<file path="config.mk">
export PLATFORM = sky130hd
export DESIGN_NAME = afzt_top
export DESIGN_NICKNAME = d
export VERILOG_FILES = /design/src/rtl/afzt_pkg.sv /design/src/rtl/afzt_zone_eval.sv /design/src/rtl/afzt_out_duty.sv /design/src/rtl/afzt_top.sv
export SDC_FILE = /design/constraint.sdc
export NUM_CORES = 2
export LEC_CHECK = 0
export ABC_AREA = 0
export BUFFER_PORTS_ARGS = -buffer_cell sky130_fd_sc_hd__buf_4
export CAP_MARGIN = 20
export CORE_MARGIN = 10
export CORE_UTILIZATION = 65
export CTS_CLUSTER_DIAMETER = 100
export CTS_CLUSTER_SIZE = 20
export DETAILED_ROUTE_END_ITERATION = 10
export PLACE_DENSITY = 0.86
export SLEW_MARGIN = 20
export SYNTH_ARGS = -nofsm -noshare
export SYNTH_HDL_FRONTEND = slang
export SYNTH_SLANG_ARGS = --single-unit
</file>
<file path="constraint.sdc">
create_clock -name i_clock -period 9.2 [get_ports i_clock]
set_clock_uncertainty 0.15 [all_clocks]
set_input_delay 1.84 -clock i_clock [delete_from_list [all_inputs] [get_ports i_clock]]
set_output_delay 1.84 -clock i_clock [all_outputs]
set_load 0.03 [all_outputs]
</file>
<file path="src/rtl/afzt_pkg.sv">
// package: constants and carrier types for the auto fan zone threshold block
package afzt_pkg;

    // ----------
    // geometry
    // ----------
    localparam int NUM_ZONES = 3;
    localparam int NUM_OUTS = 3;

    // ----------
    // register offsets
    // ----------
    localparam logic [7:0] ADDR_OUT1_FLOOR_DUTY = 8'h64;
    localparam logic [7:0] ADDR_OUT2_FLOOR_DUTY = 8'h65;
    localparam logic [7:0] ADDR_OUT3_FLOOR_DUTY = 8'h66;
    localparam logic [7:0] ADDR_ZONE1_TURN_ON_TEMP = 8'h67;
    localparam logic [7:0] ADDR_ZONE2_TURN_ON_TEMP = 8'h68;
    localparam logic [7:0] ADDR_ZONE3_TURN_ON_TEMP = 8'h69;
    localparam logic [7:0] ADDR_ZONE1_FULL_SPEED_TEMP = 8'h6a;
    localparam logic [7:0] ADDR_ZONE2_FULL_SPEED_TEMP = 8'h6b;
    localparam logic [7:0] ADDR_ZONE3_FULL_SPEED_TEMP = 8'h6c;
    localparam logic [7:0] ADDR_ZONE12_TURN_OFF_MARGIN = 8'h6d;
    localparam logic [7:0] ADDR_ZONE3_TURN_OFF_MARGIN = 8'h6e;

    // ----------
    // reset values and field positions
    // ----------
    localparam logic [7:0] RST_FLOOR_DUTY = 8'h80;
    localparam logic [7:0] RST_TURN_ON_TEMP = 8'h5a;
    localparam logic [7:0] RST_FULL_SPEED_TEMP = 8'h64;
    localparam logic [7:0] RST_ZONE12_MARGIN = 8'h44;
    localparam logic [3:0] RST_ZONE3_MARGIN = 4'h4;
    localparam int MARGIN_HI_LSB = 4;
    localparam int MARGIN_LO_LSB = 0;
    localparam logic [7:0] FULL_SPEED_DISABLE = 8'h80;
    localparam logic [7:0] DUTY_FULL = 8'hff;
    localparam logic [7:0] DUTY_OFF = 8'h00;
    localparam logic [7:0] READ_UNMAPPED = 8'h00;
    localparam logic [1:0] ZONE_NONE = 2'h3;

    // 65536 / range in degrees, rounded; indexed by the 4-bit range code
    localparam logic [15:0] RANGE_RECIP [16] = '{
        16'h8000, 16'h6666, 16'h4ccd, 16'h4000,
        16'h3333, 16'h2666, 16'h2000, 16'h199a,
        16'h1333, 16'h1000, 16'h0ccd, 16'h099a,
        16'h0800, 16'h0666, 16'h04cd, 16'h0333
    };

    // ----------
    // carrier types
    // ----------
    typedef struct packed {
        logic valid;
        logic [7:0] temp;
    } afzt_temp_t;

    typedef struct packed {
        logic fan_on;
        logic over_full;
        logic [7:0] ramp_frac;
    } afzt_zone_t;

    typedef struct packed {
        logic wr_en;
        logic [7:0] addr;
        logic [7:0] wdata;
    } afzt_reg_req_t;

endpackage

</file>
<file path="src/rtl/afzt_zone_eval.sv">
// module: per-zone threshold, hysteresis and ramp position evaluation
`timescale 1ns/1ps
`default_nettype none

module afzt_zone_eval (
    // clock and reset
    input wire logic i_clock,
    input wire logic i_sys_rst,
    // sample and thresholds
    input wire afzt_pkg::afzt_temp_t i_sample,
    input wire logic [7:0] i_turn_on_temp,
    input wire logic [7:0] i_full_speed_temp,
    input wire logic [3:0] i_margin,
    input wire logic [3:0] i_range,
    // zone state
    output afzt_pkg::afzt_zone_t o_zone
);

    afzt_pkg::afzt_zone_t state_r;
    afzt_pkg::afzt_zone_t state_nxt;
    logic signed [9:0] temp_s;
    logic signed [9:0] low_s;
    logic signed [9:0] abs_s;
    logic signed [9:0] off_s;
    logic signed [9:0] delta_s;
    logic [23:0] prod;

    always_comb begin
        state_nxt = state_r;
        temp_s = {{2{i_sample.temp[7]}}, i_sample.temp};
        low_s = {{2{i_turn_on_temp[7]}}, i_turn_on_temp};
        abs_s = {{2{i_full_speed_temp[7]}}, i_full_speed_temp};
        off_s = low_s - $signed({6'h00, i_margin});
        delta_s = temp_s - low_s;
        prod = 24'h000000;
        if (delta_s > 10'sd0) begin
            prod = 24'(delta_s[7:0] * afzt_pkg::RANGE_RECIP[i_range]);
        end
        // decisions only move when a fresh reading arrives
        if (i_sample.valid) begin
            if (temp_s >= low_s) begin
                state_nxt.fan_on = 1'b1;
            end else if (temp_s < off_s) begin
                state_nxt.fan_on = 1'b0;
            end
            state_nxt.over_full = (i_full_speed_temp != afzt_pkg::FULL_SPEED_DISABLE)
                && (temp_s > abs_s);
            state_nxt.ramp_frac = (prod[23:8] >= 16'h00ff) ? afzt_pkg::DUTY_FULL
                : prod[15:8];
        end
    end

    always_ff @(posedge i_clock or posedge i_sys_rst) begin
        if (i_sys_rst) begin
            state_r <= '0;
        end else begin
            state_r <= state_nxt;
        end
    end

    assign o_zone = state_r;

endmodule // afzt_zone_eval

`default_nettype wire

</file>
<file path="src/rtl/afzt_out_duty.sv">
// module: per-output duty selection from zone state, floor and overrides
`timescale 1ns/1ps
`default_nettype none

module afzt_out_duty (
    // clock and reset
    input wire logic i_clock,
    input wire logic i_sys_rst,
    // controls
    input wire afzt_pkg::afzt_zone_t i_zone,
    input wire logic i_zone_valid,
    input wire logic [7:0] i_floor_duty,
    input wire logic i_below_limit_select,
    input wire logic i_auto,
    input wire logic i_disabled,
    input wire logic [7:0] i_manual_duty,
    input wire logic i_force_full,
    // duty
    output logic [7:0] o_duty
);

    logic [7:0] duty_r;
    logic [7:0] duty_nxt;
    logic [7:0] span;
    logic [15:0] ramp;
    logic [8:0] sum;

    always_comb begin
        // floor value is a fraction of 255, so ffh already means 100 percent
        span = afzt_pkg::DUTY_FULL - i_floor_duty;
        ramp = {8'h00, span} * {8'h00, i_zone.ramp_frac};
        sum = {1'b0, i_floor_duty} + {1'b0, ramp[15:8]};
        duty_nxt = afzt_pkg::DUTY_OFF;
        if (i_disabled) begin
            duty_nxt = afzt_pkg::DUTY_OFF;
        end else if (i_force_full) begin
            duty_nxt = afzt_pkg::DUTY_FULL;
        end else if (!i_auto) begin
            duty_nxt = i_manual_duty;
        end else if (!i_zone_valid) begin
            duty_nxt = afzt_pkg::DUTY_OFF;
        end else if (i_zone.fan_on) begin
            if (i_zone.ramp_frac == afzt_pkg::DUTY_FULL || sum[8]) begin
                duty_nxt = afzt_pkg::DUTY_FULL;
            end else begin
                duty_nxt = sum[7:0];
            end
        end else begin
            duty_nxt = i_below_limit_select ? i_floor_duty : afzt_pkg::DUTY_OFF;
        end
    end

    always_ff @(posedge i_clock or posedge i_sys_rst) begin
        if (i_sys_rst) begin
            duty_r <= afzt_pkg::DUTY_OFF;
        end else begin
            duty_r <= duty_nxt;
        end
    end

    assign o_duty = duty_r;

endmodule // afzt_out_duty

`default_nettype wire

</file>
<file path="src/rtl/afzt_top.sv">
// module: threshold register file and automatic fan zone control top
//
// Function
// - lock bit makes all threshold registers read-only
// - at turn-on temperature drive floor duty
// - floor duty is value over 255
// - temperature equal turn-on limit starts fan
// - above limit duty rises per zone range
// - limits are signed two's-complement whole degrees
// - over full-speed limit forces enabled outputs full while any output is automatic
// - full-speed limit 80h disables that zone's override
// - override hits manual outputs and unassigned zones
// - fan stays at floor until below margin
// - margin field is whole degrees per step
// - margin nibbles: 6Dh zones 1,2; 6Eh zone 3
// - linear ramp floor to full across range
// - below-limit select picks off or floor
`timescale 1ns/1ps
`default_nettype none

module afzt_top #(
    parameter int NUM_ZONES = afzt_pkg::NUM_ZONES,
    parameter int NUM_OUTS = afzt_pkg::NUM_OUTS
) (
    // clock and reset
    input wire logic i_clock,
    input wire logic i_sys_rst,
    // register access from the serial interface engine
    input wire afzt_pkg::afzt_reg_req_t i_reg_req,
    input wire logic i_lock,
    output logic [7:0] o_reg_rdata,
    // temperature readings
    input wire afzt_pkg::afzt_temp_t [NUM_ZONES-1:0] i_temp,
    input wire logic [NUM_ZONES-1:0][3:0] i_zone_range,
    // output configuration
    input wire logic [NUM_OUTS-1:0][1:0] i_out_zone,
    input wire logic [NUM_OUTS-1:0] i_out_auto,
    input wire logic [NUM_OUTS-1:0] i_out_disabled,
    input wire logic [NUM_OUTS-1:0][7:0] i_out_manual_duty,
    input wire logic [NUM_OUTS-1:0] i_out_below_limit_select,
    // duty and status
    output logic [NUM_OUTS-1:0][7:0] o_out_duty,
    output logic [NUM_ZONES-1:0] o_zone_fan_on,
    output logic o_full_speed_override
);

    // ----------
    // state
    // ----------
    typedef struct packed {
        logic [2:0][7:0] floor_duty;
        logic [2:0][7:0] turn_on_temp;
        logic [2:0][7:0] full_speed_temp;
        logic [7:0] zone12_margin;
        logic [3:0] zone3_margin;
        logic [7:0] rdata;
        logic override;
    } afzt_state_t;

    afzt_state_t state_r;
    afzt_state_t state_nxt;

    afzt_pkg::afzt_zone_t [NUM_ZONES-1:0] zone_st;
    logic [NUM_ZONES-1:0][3:0] zone_margin;
    logic any_over;
    logic any_auto;

    // ----------
    // margin nibble split
    // ----------
    always_comb begin
        zone_margin = '0;
        zone_margin[0] = state_r.zone12_margin[afzt_pkg::MARGIN_HI_LSB +: 4];
        zone_margin[1] = state_r.zone12_margin[afzt_pkg::MARGIN_LO_LSB +: 4];
        zone_margin[2] = state_r.zone3_margin;
    end

    // ----------
    // register write and read
    // ----------
    always_comb begin
        state_nxt = state_r;

        // a locked block simply drops the write; the host sees nothing
        if (i_reg_req.wr_en && !i_lock) begin
            unique case (i_reg_req.addr)
                afzt_pkg::ADDR_OUT1_FLOOR_DUTY: begin
                    state_nxt.floor_duty[0] = i_reg_req.wdata;
                end
                afzt_pkg::ADDR_OUT2_FLOOR_DUTY: begin
                    state_nxt.floor_duty[1] = i_reg_req.wdata;
                end
                afzt_pkg::ADDR_OUT3_FLOOR_DUTY: begin
                    state_nxt.floor_duty[2] = i_reg_req.wdata;
                end
                afzt_pkg::ADDR_ZONE1_TURN_ON_TEMP: begin
                    state_nxt.turn_on_temp[0] = i_reg_req.wdata;
                end
                afzt_pkg::ADDR_ZONE2_TURN_ON_TEMP: begin
                    state_nxt.turn_on_temp[1] = i_reg_req.wdata;
                end
                afzt_pkg::ADDR_ZONE3_TURN_ON_TEMP: begin
                    state_nxt.turn_on_temp[2] = i_reg_req.wdata;
                end
                afzt_pkg::ADDR_ZONE1_FULL_SPEED_TEMP: begin
                    state_nxt.full_speed_temp[0] = i_reg_req.wdata;
                end
                afzt_pkg::ADDR_ZONE2_FULL_SPEED_TEMP: begin
                    state_nxt.full_speed_temp[1] = i_reg_req.wdata;
                end
                afzt_pkg::ADDR_ZONE3_FULL_SPEED_TEMP: begin
                    state_nxt.full_speed_temp[2] = i_reg_req.wdata;
                end
                afzt_pkg::ADDR_ZONE12_TURN_OFF_MARGIN: begin
                    state_nxt.zone12_margin = i_reg_req.wdata;
                end
                afzt_pkg::ADDR_ZONE3_TURN_OFF_MARGIN: begin
                    // low nibble is reserved and not stored
                    state_nxt.zone3_margin =
                        i_reg_req.wdata[afzt_pkg::MARGIN_HI_LSB +: 4];
                end
                default: begin
                end
            endcase
        end

        // read data follows the address one clock later
        unique case (i_reg_req.addr)
            afzt_pkg::ADDR_OUT1_FLOOR_DUTY: begin
                state_nxt.rdata = state_r.floor_duty[0];
            end
            afzt_pkg::ADDR_OUT2_FLOOR_DUTY: begin
                state_nxt.rdata = state_r.floor_duty[1];
            end
            afzt_pkg::ADDR_OUT3_FLOOR_DUTY: begin
                state_nxt.rdata = state_r.floor_duty[2];
            end
            afzt_pkg::ADDR_ZONE1_TURN_ON_TEMP: begin
                state_nxt.rdata = state_r.turn_on_temp[0];
            end
            afzt_pkg::ADDR_ZONE2_TURN_ON_TEMP: begin
                state_nxt.rdata = state_r.turn_on_temp[1];
            end
            afzt_pkg::ADDR_ZONE3_TURN_ON_TEMP: begin
                state_nxt.rdata = state_r.turn_on_temp[2];
            end
            afzt_pkg::ADDR_ZONE1_FULL_SPEED_TEMP: begin
                state_nxt.rdata = state_r.full_speed_temp[0];
            end
            afzt_pkg::ADDR_ZONE2_FULL_SPEED_TEMP: begin
                state_nxt.rdata = state_r.full_speed_temp[1];
            end
            afzt_pkg::ADDR_ZONE3_FULL_SPEED_TEMP: begin
                state_nxt.rdata = state_r.full_speed_temp[2];
            end
            afzt_pkg::ADDR_ZONE12_TURN_OFF_MARGIN: begin
                state_nxt.rdata = state_r.zone12_margin;
            end
            afzt_pkg::ADDR_ZONE3_TURN_OFF_MARGIN: begin
                state_nxt.rdata = {state_r.zone3_margin, 4'h0};
            end
            default: begin
                state_nxt.rdata = afzt_pkg::READ_UNMAPPED;
            end
        endcase

        // ----------
        // safety override
        // ----------
        // any zone counts, assigned to a fan or not, as long as one
        // output is in automatic mode
        state_nxt.override = any_over && any_auto;
    end

    always_comb begin
        any_over = 1'b0;
        for (int z = 0; z < NUM_ZONES; z++) begin
            any_over = any_over | zone_st[z].over_full;
        end
        any_auto = |i_out_auto;
    end

    always_ff @(posedge i_clock or posedge i_sys_rst) begin
        if (i_sys_rst) begin
            state_r.floor_duty <= {3{afzt_pkg::RST_FLOOR_DUTY}};
            state_r.turn_on_temp <= {3{afzt_pkg::RST_TURN_ON_TEMP}};
            state_r.full_speed_temp <= {3{afzt_pkg::RST_FULL_SPEED_TEMP}};
            state_r.zone12_margin <= afzt_pkg::RST_ZONE12_MARGIN;
            state_r.zone3_margin <= afzt_pkg::RST_ZONE3_MARGIN;
            state_r.rdata <= afzt_pkg::READ_UNMAPPED;
            state_r.override <= 1'b0;
        end else begin
            state_r <= state_nxt;
        end
    end

    // ----------
    // zone evaluation
    // ----------
    genvar gz;
    generate
        for (gz = 0; gz < NUM_ZONES; gz++) begin : g_zone
            afzt_zone_eval u_zone (
                .i_clock(i_clock),
                .i_sys_rst(i_sys_rst),
                .i_sample(i_temp[gz]),
                .i_turn_on_temp(state_r.turn_on_temp[gz]),
                .i_full_speed_temp(state_r.full_speed_temp[gz]),
                .i_margin(zone_margin[gz]),
                .i_range(i_zone_range[gz]),
                .o_zone(zone_st[gz])
            );
            assign o_zone_fan_on[gz] = zone_st[gz].fan_on;
        end
    endgenerate

    // ----------
    // output duty
    // ----------
    // an output assigned to no zone idles at zero in automatic mode,
    // but still follows the safety override
    genvar go;
    generate
        for (go = 0; go < NUM_OUTS; go++) begin : g_out
            afzt_pkg::afzt_zone_t sel_zone;
            logic sel_valid;

            always_comb begin
                sel_zone = '0;
                sel_valid = 1'b0;
                for (int z = 0; z < NUM_ZONES; z++) begin
                    if (i_out_zone[go] == 2'(z)) begin
                        sel_zone = zone_st[z];
                        sel_valid = 1'b1;
                    end
                end
            end

            afzt_out_duty u_duty (
                .i_clock(i_clock),
                .i_sys_rst(i_sys_rst),
                .i_zone(sel_zone),
                .i_zone_valid(sel_valid),
                .i_floor_duty(state_r.floor_duty[go]),
                .i_below_limit_select(i_out_below_limit_select[go]),
                .i_auto(i_out_auto[go]),
                .i_disabled(i_out_disabled[go]),
                .i_manual_duty(i_out_manual_duty[go]),
                .i_force_full(state_r.override),
                .o_duty(o_out_duty[go])
            );
        end
    endgenerate

    // ----------
    // outputs
    // ----------
    assign o_reg_rdata = state_r.rdata;
    assign o_full_speed_override = state_r.override;

endmodule // afzt_top

`default_nettype wire

</file>
==> qor.csv <==
metric,value,unit
avgRoutedWirePerCell,20.17,um
hp-class,register to register,
vias,24440,
multiInputGateArea,0.02218,sq mm
slew_viol_final,0,
intPower,5011,uW
power_density,350.8,mW/mm^2
io_buffers,133,
vdd.ir_drop.worst,0.0003189,V
cp_data_arrival_time,8800,ps
grt_pass1_wl,132.2,mm
drc,0,
root_buffer,clkbuf_16,
async_flop_share,100.0,%
wl_met3,6.744,mm
grt_pass1_vias,25320,
core,0.04317,sq mm
numCtsBuffers,17,
min_from,g_zone[2].u_zone.o_zone[8],
crit_family,adder cells,
ctsResizeCount,0,
track_usage,30.79,%
syn_area_per_cell,8.604,sq um
viasPerCell,6.134,
hold_path_depth,1,
startpoint_type,input port,
cts_sinks,147,
dpl.hpwl,65.36,mm
drt_iter0_drc,2210,
die_width,229,um
synth.area.top_cells,"fa_1 24%, ha_1 16%, dfrtp_1 11%, inv_1 7.3%, nor2_1 5.4%",
ys.flop_type,dfrtp_1,
wl_met1,31.79,mm
grt_max_degree,79,
start_util,65.77,%
path_depth,28,
gp_congestion,1.002,
reg2regPathDepth,28,
crit_path_end_kind,register,
seq_power_share,7.6,%
synth_nets,4097,
fin_crit_sh,94.22,%
dr.pass1.iters,9,
synthesis.area,0.02839,sq mm
slew-limit-headroom,31.36,%
layout_common_cells,"552 x inv_1, 405 x nor2_1, 360 x ha_1, 339 x fa_1, 210 x a21oi_1",
p_clk_share,6.7,%
clockBufferDepth,2,
holdPathEnd,g_zone[2].u_zone.o_zone[8],
power,10740,uW
max_stage_delay,530,ps
wl_met2,38.36,mm
setup_tns,0,ps
antenna_found_initial,3,
ys_seq_elements,147,
synth_top_area_share,23.90,%
reg2reg_to,g_zone[0].u_zone.o_zone[7],
crit_path_top_delay_cell,a2111oi_2,
netSwitchingFraction,53.33,%
cts_setup_buffers,0,
clk_pin_slew,70,ps
setup_viol,0,
critical_path_required,9330,ps
die_height,229,um
htree_levels,4,
ant_nets,0,
min_period,8668,ps
nets,4182,
synth_cells,3300,
clock_latency,450,ps
cts_tree,built,
seq_area_frac_synth,13.08,%
critical_path.max_fanout,8,
fmax,0.1154,GHz
crit_buf_inv,4,
critical_path_class,input port to register,
rsz0062_at_grt,no,
switching_power,5726,uW
ys_types,88,
hold_buffers,0,
drive_gt1_share,11.51,%
rows,76,
ys_warn_count,0,
yosys.area.top_type,fa_1,
grt_overflow,0,
die_area,0.05244,sq mm
power.leakage,0.01584,uW
p_comb_share,85.7,%
io_pins,134,
max_slew.worst_pin.slew,1023,ps
synth-edff-count,0,
register_area,0.003712,sq mm
maxCapViolCount,0,
final_common_cell,inv_1,
r2r_slack,1310,ps
wl,80.38,mm
cp_common_cell,fa_1,
fin_util,70.88,%
top_layer,met5,
outcome,"finished, final reports clean",
nFillCells,3394,
syn2layout_area_growth,7.782,%
final_hold_viol_count,0,
reg2reg_from,state_r[46],
[power groups by stage]
stage | sequential (uW) | clock, uW | combinational [uW]
floorplan | 778 | 0 | 6950
global placement | 810 | 0 | 8540
detailed placement | 813 | 0 | 8970
CTS | 802 | 719 | 9090
global route | 812 | 749 | 10400
finish | 815 | 722 | 9200
[flip-flops by register name, indices dropped and copies added, names as in the netlist]
name	cells
g_out.u_duty.o_duty	24
g_zone.u_zone.o_zone	30
o_full_speed_override	1
o_reg_rdata	8
state_r	84
[routing by layer]
layer,up-vias,track usage [%]
met5,-,0
met4,2,12.33
met3,241,4.808
met2,1181,51.44
met1,11990,39.43
li1,11020,-
[worst max-delay path by stage]
stage	end	start	slack [ps]
global route	g_out[1].u_duty.o_duty[5]	i_out_zone[2]	140
global placement	g_zone[1].u_zone.o_zone[3]	i_temp[9]	470
finish	g_zone[0].u_zone.o_zone[7]	i_temp[1]	530
detailed placement	g_zone[1].u_zone.o_zone[0]	i_temp[9]	160
CTS	g_zone[0].u_zone.o_zone[7]	i_temp[1]	620
floorplan	g_zone[0].u_zone.o_zone[1]	i_temp[1]	950
[kinds of logic (layout without fill, tap and decap cells)]
| family | after synthesis | after routing | synth area share (%) |
|---|---|---|---|
| flops | 147 | 147 | 13.08 |
| buf+inv | 660 | 758 | 8.831 |
| other cells | 0 | 2 | 0 |
| simple gates | 974 | 974 | 16.36 |
| mux | 120 | 120 | 5.376 |
| compound gates | 586 | 586 | 13.07 |
| fa+ha+maj | 699 | 699 | 39.77 |
| xor+xnor | 114 | 114 | 3.517 |
[synth_stat cells, types with 8 or more instances]
cell,number
ha_1,360
o21ai_0,117
nand3_1,29
nor2_1,405
and3_1,22
xor2_1,33
mux4_2,20
or2_2,59
mux2_2,60
and2_1,18
fa_1,339
nor2b_1,45
a21oi_1,210
o21a_1,59
buf_1,12
dfstp_2,27
a21o_1,48
nand4b_1,9
nand2_1,195
xnor2_1,81
a22oi_1,8
inv_1,553
o21ai_1,10
o211ai_1,12
dfrtp_1,120
mux2i_1,40
nand2b_1,63
a32oi_1,10
a31oi_1,10
o22a_1,8
nor3_1,44
nand4_1,19
clkbuf_1,81
o21bai_1,17
a211oi_1,8
nor4_1,22
[area by class of cell]
cell class,instances,area share [%]
clock buffers,17,1.390
well taps,585,2.392
flip-flops and latches,147,12.13
clock inverters,15,0.5929
repair buffers,170,4.170
inverters,556,6.836
diodes,2,0.01635
multi-input cells,2493,72.47
[metrics by stage]
| stage | std cells | instance area, sq um | hold slack [ps] | setup slack, ps |
|---|---|---|---|---|
| after CTS | 3983 | 30600 | 393.2 | 619.1 |
| after detailed placement | 3951 | 29990 | 366.6 | 162.2 |
| after floorplan | 3300 | 28390 | 331.7 | 952.6 |
| after global placement | 3951 | 29990 | 365.3 | 469.0 |
| after global routing | 3985 | 30600 | 417.1 | 141.2 |
| final | 3985 | 30600 | 388.3 | 532.1 |
No activity file was read; power rests on OpenSTA's default activity.
